$ cat src/design/flash_status_defs.vh
`ifndef FLASH_STATUS_DEFS_VH
`define FLASH_STATUS_DEFS_VH

// status byte bit positions
`define DATA_POLL_POS 7
`define PROGRESS_TOGGLE_POS 6
`define TIME_LIMIT_POS 5
`define ERASE_WINDOW_POS 3
`define SECTOR_TOGGLE_POS 2

// bus cycle timing, in ns and derived mclk cycles (200 MHz)
`define CLK_PERIOD_NS 5
`define STROBE_LOW_NS 70
`define STROBE_LOW_CYC ((`STROBE_LOW_NS + `CLK_PERIOD_NS - 1) / `CLK_PERIOD_NS)
`define STROBE_HIGH_NS 30
`define STROBE_HIGH_CYC ((`STROBE_HIGH_NS + `CLK_PERIOD_NS - 1) / `CLK_PERIOD_NS)
// sector load window, longest time rounds down
`define SECTOR_LOAD_NS 50000
`define SECTOR_LOAD_CYC (`SECTOR_LOAD_NS / `CLK_PERIOD_NS)

// reset command sequence data
`define RESET_CMD_DATA 8'hf0
// erase suspend command data
`define SUSPEND_CMD_DATA 8'hb0

// result codes
`define RES_DONE 2'h0
`define RES_FAIL 2'h1
`define RES_ERASING 2'h2
`define RES_SUSPENDED 2'h3

`endif

$ cat src/design/flash_bus_cycle.v
`timescale 1ns/1ps
`include "flash_status_defs.vh"

// one asynchronous bus cycle: read (output strobe) or write (write strobe)
module flash_bus_cycle
(
  input wire mclk,
  input wire rst_n,
  input wire start,
  input wire write,
  input wire [20:0] addr,
  input wire [7:0] wdata,
  input wire [7:0] dq_in_s,
  output reg done_q,
  output reg [7:0] rdata_q,
  output reg ce_n_q,
  output reg oe_n_q,
  output reg we_n_q,
  output reg [20:0] addr_q,
  output reg [7:0] dq_out_q,
  output reg dq_oe_q
);

  localparam S_IDLE = 2'h0;
  localparam S_LOW = 2'h1;
  localparam S_WAIT = 2'h2;
  localparam S_HIGH = 2'h3;
  localparam integer LOW_END_I = `STROBE_LOW_CYC + 2;
  localparam integer HIGH_END_I = `STROBE_HIGH_CYC;
  // both counts stay far below 32, so five bits hold them whole
  localparam [4:0] LOW_END = LOW_END_I[4:0];
  localparam [4:0] HIGH_END = HIGH_END_I[4:0];

  reg [1:0] st_q;
  reg [4:0] cnt_q;
  reg wr_q;

  always @(posedge mclk or negedge rst_n)
  begin
    if (!rst_n)
    begin
      st_q <= S_IDLE;
      cnt_q <= 5'h0;
      wr_q <= 1'b0;
      done_q <= 1'b0;
      rdata_q <= 8'h0;
      ce_n_q <= 1'b1;
      oe_n_q <= 1'b1;
      we_n_q <= 1'b1;
      addr_q <= 21'h0;
      dq_out_q <= 8'h0;
      dq_oe_q <= 1'b0;
    end
    else
    begin
      done_q <= 1'b0;
      case (st_q)
        S_IDLE:
        begin
          if (start)
          begin
            wr_q <= write;
            addr_q <= addr;
            dq_out_q <= wdata;
            dq_oe_q <= write;
            ce_n_q <= 1'b0;
            oe_n_q <= write;
            we_n_q <= ~write;
            cnt_q <= 5'h0;
            st_q <= S_LOW;
          end
        end
        S_LOW:
        begin
          // the synchroniser adds two cycles; wait them out before capturing
          if (cnt_q == LOW_END)
          begin
            if (!wr_q)
              rdata_q <= dq_in_s;
            // each completed read cycle while the device is busy is one toggle step on the device side
            ce_n_q <= 1'b1;
            oe_n_q <= 1'b1;
            we_n_q <= 1'b1;
            cnt_q <= 5'h0;
            st_q <= S_WAIT;
          end
          else
            cnt_q <= cnt_q + 5'h1;
        end
        S_WAIT:
        begin
          dq_oe_q <= 1'b0;
          st_q <= S_HIGH;
        end
        S_HIGH:
        begin
          if (cnt_q == HIGH_END)
          begin
            done_q <= 1'b1;
            st_q <= S_IDLE;
          end
          else
            cnt_q <= cnt_q + 5'h1;
        end
        default:
          st_q <= S_IDLE;
      endcase
    end
  end

endmodule // flash_bus_cycle

$ cat src/design/flash_status_poller.v
`timescale 1ns/1ps
`include "flash_status_defs.vh"

module flash_status_poller
(
  input wire mclk,
  input wire rst_n,
  // user side
  input wire poll_start,
  input wire [20:0] poll_addr,
  input wire check_window,
  input wire wr_start,
  input wire [20:0] wr_addr,
  input wire [7:0] wr_data,
  input wire abort,
  output reg busy_q,
  output reg result_valid_q,
  output reg [1:0] result_q,
  output reg [7:0] status_byte_q,
  output reg window_was_open_q,
  output reg window_closed_after_q,
  output reg device_ready_q,
  // flash pins
  output reg ce_n_q,
  output reg oe_n_q,
  output reg we_n_q,
  output reg [20:0] addr_q,
  input wire [7:0] dq_in,
  output reg [7:0] dq_out_q,
  output reg dq_oe_q,
  input wire ready_busy_out
);

  localparam P_IDLE = 3'h0;
  localparam P_FIRST = 3'h1;
  localparam P_SECOND = 3'h2;
  localparam P_RECHECK = 3'h3;
  localparam P_RESET = 3'h4;
  localparam P_WIN_PRE = 3'h5;
  localparam P_WRITE = 3'h6;
  localparam P_WIN_POST = 3'h7;
  localparam integer LOAD_END_I = `SECTOR_LOAD_CYC;
  // the load window count fits the fourteen-bit gap counter
  localparam [13:0] LOAD_END = LOAD_END_I[13:0];

  function toggled;
    input [7:0] a;
    input [7:0] b;
    begin
      toggled = a[`PROGRESS_TOGGLE_POS] ^ b[`PROGRESS_TOGGLE_POS];
    end
  endfunction

  reg [7:0] dq_m_q;
  reg [7:0] dq_s_q;
  reg rb_m_q;
  reg rb_s_q;
  reg [2:0] st_q;
  reg [7:0] prev_q;
  reg wait_q;
  reg cyc_start;
  reg cyc_write;
  reg [20:0] cyc_addr;
  reg [7:0] cyc_data;
  wire cyc_done;
  wire [7:0] cyc_rdata;
  wire b_ce_n;
  wire b_oe_n;
  wire b_we_n;
  wire [20:0] b_addr;
  wire [7:0] b_dq;
  wire b_dq_oe;
  reg [20:0] addr_hold_q;
  reg [13:0] gap_q;

  // dq and ready/busy come from the device pins: two flops first;
  // pin outputs are re-registered here so the top outputs come from flops
  always @(posedge mclk or negedge rst_n)
  begin
    if (!rst_n)
    begin
      dq_m_q <= 8'h0;
      dq_s_q <= 8'h0;
      rb_m_q <= 1'b1;
      rb_s_q <= 1'b1;
      ce_n_q <= 1'b1;
      oe_n_q <= 1'b1;
      we_n_q <= 1'b1;
      addr_q <= 21'h0;
      dq_out_q <= 8'h0;
      dq_oe_q <= 1'b0;
      device_ready_q <= 1'b1;
    end
    else
    begin
      dq_m_q <= dq_in;
      dq_s_q <= dq_m_q;
      rb_m_q <= ready_busy_out;
      rb_s_q <= rb_m_q;
      ce_n_q <= b_ce_n;
      oe_n_q <= b_oe_n;
      we_n_q <= b_we_n;
      addr_q <= b_addr;
      dq_out_q <= b_dq;
      dq_oe_q <= b_dq_oe;
      device_ready_q <= rb_s_q;
    end
  end

  flash_bus_cycle u_cycle
  (
    .mclk(mclk),
    .rst_n(rst_n),
    .start(cyc_start),
    .write(cyc_write),
    .addr(cyc_addr),
    .wdata(cyc_data),
    .dq_in_s(dq_s_q),
    .done_q(cyc_done),
    .rdata_q(cyc_rdata),
    .ce_n_q(b_ce_n),
    .oe_n_q(b_oe_n),
    .we_n_q(b_we_n),
    .addr_q(b_addr),
    .dq_out_q(b_dq),
    .dq_oe_q(b_dq_oe)
  );

  always @*
  begin
    cyc_start = 1'b0;
    cyc_write = 1'b0;
    cyc_addr = addr_hold_q;
    cyc_data = 8'h0;
    if (!wait_q)
    begin
      case (st_q)
        // every status read uses the caller's address, in an erased sector for the sector toggle
        P_FIRST, P_SECOND, P_RECHECK, P_WIN_PRE, P_WIN_POST:
          cyc_start = 1'b1;
        P_RESET, P_WRITE:
        begin
          cyc_start = 1'b1;
          cyc_write = 1'b1;
          cyc_data = (st_q == P_RESET) ? `RESET_CMD_DATA : wr_data;
        end
        default:
          cyc_start = 1'b0;
      endcase
    end
  end

  always @(posedge mclk or negedge rst_n)
  begin
    if (!rst_n)
    begin
      st_q <= P_IDLE;
      prev_q <= 8'h0;
      wait_q <= 1'b0;
      addr_hold_q <= 21'h0;
      gap_q <= 14'h0;
      busy_q <= 1'b0;
      result_valid_q <= 1'b0;
      result_q <= `RES_DONE;
      status_byte_q <= 8'h0;
      window_was_open_q <= 1'b0;
      window_closed_after_q <= 1'b0;
    end
    else
    begin
      result_valid_q <= 1'b0;
      if (cyc_start)
        wait_q <= 1'b1;
      else if (cyc_done)
        wait_q <= 1'b0;
      // load window runs from the end of the last write; reset counts as a fresh start
      if (gap_q != LOAD_END)
        gap_q <= gap_q + 14'h1;
      case (st_q)
        P_IDLE:
        begin
          busy_q <= 1'b0;
          // a new poll always begins at the first read
          if (poll_start && !busy_q)
          begin
            addr_hold_q <= poll_addr;
            busy_q <= 1'b1;
            st_q <= P_FIRST;
          end
          else if (wr_start && !busy_q)
          begin
            addr_hold_q <= wr_addr;
            busy_q <= 1'b1;
            st_q <= check_window ? P_WIN_PRE : P_WRITE;
          end
        end
        P_FIRST:
          if (cyc_done)
          begin
            prev_q <= cyc_rdata;
            st_q <= P_SECOND;
          end
        P_SECOND:
          if (cyc_done)
          begin
            status_byte_q <= cyc_rdata;
            prev_q <= cyc_rdata;
            if (!toggled(prev_q, cyc_rdata))
            begin
              result_q <= `RES_DONE;
              result_valid_q <= 1'b1;
              st_q <= P_IDLE;
            end
            else if (cyc_rdata[`TIME_LIMIT_POS])
              st_q <= P_RECHECK;
            else if (abort)
            begin
              // leaving: the next poll must restart from the first read
              // progress still toggles, so the device is working, not suspended
              result_q <= `RES_ERASING;
              result_valid_q <= 1'b1;
              st_q <= P_IDLE;
            end
            else
              st_q <= P_SECOND;
          end
        P_RECHECK:
          if (cyc_done)
          begin
            status_byte_q <= cyc_rdata;
            if (!toggled(prev_q, cyc_rdata))
            begin
              result_q <= `RES_DONE;
              result_valid_q <= 1'b1;
              st_q <= P_IDLE;
            end
            else
              st_q <= P_RESET;
          end
        P_RESET:
          if (cyc_done)
          begin
            // only status works until this reset command is written
            result_q <= `RES_FAIL;
            result_valid_q <= 1'b1;
            st_q <= P_IDLE;
          end
        P_WIN_PRE:
          if (cyc_done)
          begin
            status_byte_q <= cyc_rdata;
            // a sector added after the load window lapsed counts as not open
            window_was_open_q <= ~cyc_rdata[`ERASE_WINDOW_POS] & (gap_q != LOAD_END);
            st_q <= P_WRITE;
          end
        P_WRITE:
          if (cyc_done)
          begin
            gap_q <= 14'h0;
            if (check_window)
              st_q <= P_WIN_POST;
            else
            begin
              result_q <= `RES_DONE;
              result_valid_q <= 1'b1;
              st_q <= P_IDLE;
            end
          end
        P_WIN_POST:
          if (cyc_done)
          begin
            status_byte_q <= cyc_rdata;
            // high afterwards: the added sector may not have been taken
            window_closed_after_q <= cyc_rdata[`ERASE_WINDOW_POS];
            result_q <= cyc_rdata[`ERASE_WINDOW_POS] ? `RES_FAIL : `RES_DONE;
            result_valid_q <= 1'b1;
            st_q <= P_IDLE;
          end
        default:
          st_q <= P_IDLE;
      endcase
    end
  end

endmodule // flash_status_poller

$ cat config.mk
export PLATFORM = sky130hd
export DESIGN_NAME = flash_status_poller
export DESIGN_NICKNAME = d
export VERILOG_FILES = /design/src/design/flash_bus_cycle.v /design/src/design/flash_status_poller.v
export VERILOG_INCLUDE_DIRS = /design/src /design/src/design
export SDC_FILE = /design/constraint.sdc
export NUM_CORES = 1
export LEC_CHECK = 0
export BUFFER_PORTS_ARGS = -buffer_cell sky130_fd_sc_hd__buf_2
export CAP_MARGIN = 10
export CORE_MARGIN = 5
export CORE_UTILIZATION = 40
export DETAILED_ROUTE_END_ITERATION = 6
export GPL_TIMING_DRIVEN = 0
export SYNTH_ARGS = -nofsm -noshare
export SYNTH_HDL_FRONTEND = slang
export SYNTH_SLANG_ARGS = --single-unit
$ cat constraint.sdc
create_clock -name mclk -period 2.6 [get_ports mclk]
set_clock_uncertainty 0.15 [all_clocks]
set_input_delay 0.26 -clock mclk [delete_from_list [all_inputs] [get_ports mclk]]
set_output_delay 0.26 -clock mclk [all_outputs]
set_load 0.01 [all_outputs]
==> flow_summary.toml <==
[global_routing]
grt_pass1_wl_um = 22400
antenna_found_initial = 0
grt_max_degree = 92
grt-ovfl-total = 0
grt_usage_pct = 15.7
grt_pass1_vias = 4535

[place]
pre_cts_ws_ns = 0.315
gp_congestion = 0.835
placed_cell_area_mm2 = 0.00691
numPortBuffers = 112
hpwl_um = 8990

[pwr]
peakVddDrop_uv = 443
power_per_cell_area_mw_per_mm2 = 875
leakagePower_nw = 4.00

[timing]
setup_violations = 0
worst_pin_slew_ns = 0.773
max_freq_ghz = 0.427
period_needed_ns = 2.34
setup_ws_ns = 0.258
relSlewSlack_pct = 48.5
post-route-period-util_pct = 90.1
rsz0062_at_grt = "false"
hold_viol_final = 0
drv_slew = 0
finalSetupTns_ns = 0

[logic_synthesis]
synth-seq-area-share_pct = 64.4
synth_seq_cells = 156
synth_area_leader_cell = "dfrtp_1"
syn_area_per_cell_um2 = 11.6
syn-num-nets = 598
synthTopCellsByArea = "dfrtp_1 (60%), nand2_1 (6.8%), mux2i_1 (4.0%), dfstp_2 (3.9%), mux2_2 (3.5%)"
synth_top_area_share_pct = 60.5
syn_area_mm2 = 0.00608
ys.flop_type = "dfrtp_1"
synthArstFlopShare_pct = 100
synth_enable_flop_cells = 0
ys_types = 51
ys_warn_count = 0
synth_cells = 524

[setup_path]
crit_start = "busy_q"
critPathLaunchType = "register"
critical_path_required_ns = 2.74
r2r_setup_slack_ns = 0.26
crit_fanout = 10
critPathCaptureType = "register"
r2r_cells = 6
reg2reg_to = "addr_hold_q[7]"
setup.worst_path.end = "addr_hold_q[7]"
crit_arrival_ns = 2.48
crit_type = "register to register"
reg2reg_from = "busy_q"

[drt]
avgRoutedWirePerCell_um = 14.8
drtIter0Drc = 239
wl_um = 13400
drtPass1Iterations = 4
drcViolationCount = 0
postRouteAntennaNets = 0
via_per_inst = 4.90
detailroute.via_count = 4434

[cts]
cts_htree_levels = 4
cts_sinks = 156
post-cts-setup-buffers = 0
clkLatencyLatePin_ns = 0.42
root_buffer = "clkbuf_16"
cts_buffer_depth = 2
cts_buffers = 17
clk_pin_slew_ns = 0.06
cts_tree = "done"

[floorplanning]
dieArea_mm2 = 0.0178
die_h_um = 133
rows = 45
die_w_um = 133
ios = 113
coreArea_mm2 = 0.0150
start_util_pct = 40.4

[finish]
area_growth_syn_to_layout_pct = 31.5
final_cell_mix = "dfrtp_1 (147), buf_2 (113), nand2_1 (110)"
drive_gt1_share_pct = 25.0
nNetsFinal = 777
diodes = 0
mostFrequentLayoutCell = "dfrtp_1"
final_core_util_pct = 53.2
fillerInstances = 1323
fin_area_mm2 = 0.00800

[worst_hold_path]
worstHoldPathCells = 3
min_path_type = "input pin to register"
hold_start = "poll_addr[13]"

[outcome]
status = "finished clean"

[job]
maxCapViolCount = 0
-- cells by family (layout without fill, tap and decap cells) --
kind of cell | count (synthesis) | in the layout | synth area share, %
fa+ha+maj | 9 | 9 | 1.85
mux | 43 | 43 | 7.47
compound gates | 72 | 72 | 7.37
flops | 156 | 156 | 64.4
xor+xnor | 11 | 11 | 1.58
buf+inv | 40 | 232 | 2.63
simple gates | 193 | 193 | 14.7
-- metrics by stage --
step / total power, mW / cells / hold WS, ns
after floorplan: 3.94 / 524 / -0.186
after global placement: 4.34 / 824 / 0.181
after detailed placement: 4.42 / 825 / 0.143
after CTS: 7.08 / 904 / 0.0102
after global routing: 7.39 / 904 / 0.0671
final: 7.00 / 904 / 0.0299
-- critical path: stages (launching register included) --
cell	delay, ns
dfrtp_1	0.39
nand2b_1	0.12
clkbuf_1	0.27
clkbuf_2	0.37
mux2i_1	0.26
dlygate4sd3_1	0.57
o21ai_0	0.07
-- state kept, by name, indices dropped and copies added, names as in the netlist, 2 cells and up --
| register | cells |
|---|---|
| addr_hold_q | 21 |
| addr_q | 21 |
| dq_m_q | 8 |
| dq_out_q | 8 |
| dq_s_q | 8 |
| gap_q | 14 |
| result_q | 2 |
| st_q | 3 |
| status_byte_q | 8 |
| u_cycle.addr_q | 21 |
| u_cycle.cnt_q | 5 |
| u_cycle.dq_out_q | 8 |
| u_cycle.rdata_q | 8 |
| u_cycle.st_q | 2 |
-- power by group --
part           switching, mW  leakage [nW]  internal, mW
Combinational          0.776          1.74         0.591
Clock                  0.977         0.298          1.57
Sequential             0.218          1.96          2.87
-- area by class of cell --
type / count / area, um^2 / share of cell area (%)
clock inverter: 12 / 159 / 1.99
inverter: 15 / 56.3 / 0.704
clock buffer: 20 / 457 / 5.71
buffer: 25 / 105 / 1.31
timing repair buffer: 160 / 1060 / 13.3
multi-input combinational: 328 / 2010 / 25.1
sequential: 156 / 3920 / 49.0
tap: 188 / 235 / 2.94
-- timing repair --
| item | 4_1_cts | 5_1_grt |
|---|---|---|
| hold endpoints to repair | 88 | 0 |
| hold buffers | 47 | 0 |
| endpoints found under the setup margin | 0 | 8 |
| gates resized for setup | 0 | 2 |
-- routing by layer --
layer | wire length [um] | vias to the layer above | share of wire (%) | GRT usage (%)
met5 | 0 | - | 0 | 0
met2 | 6610 | 111 | 49 | 26.4
met4 | 285 | 0 | 2.1 | 6.63
met3 | 644 | 27 | 4.8 | 3.89
met1 | 5870 | 2144 | 44 | 19.4
li1 | - | 2152 | - | -
-- Yosys cell counts (9+ instances only) --
| cell type | number |
|---|---|
| inv_1 | 15 |
| a21oi_1 | 10 |
| dfrtp_1 | 147 |
| mux2_2 | 19 |
| nand2_1 | 110 |
| nand3_1 | 14 |
| clkbuf_1 | 22 |
| nor2_1 | 19 |
| dfstp_2 | 9 |
| mux2i_1 | 24 |
| o21ai_0 | 33 |
| ha_1 | 9 |
-- how the worst min path moves through the flow --
stage                       to
2_1_floorplan   addr_hold_q[0]
3_3_place_gp         dq_s_q[2]
3_5_place_dp         dq_m_q[0]
4_1_cts         addr_hold_q[0]
5_1_grt        addr_hold_q[17]
6_report       addr_hold_q[13]
No activity file was read; power rests on OpenSTA's default activity.
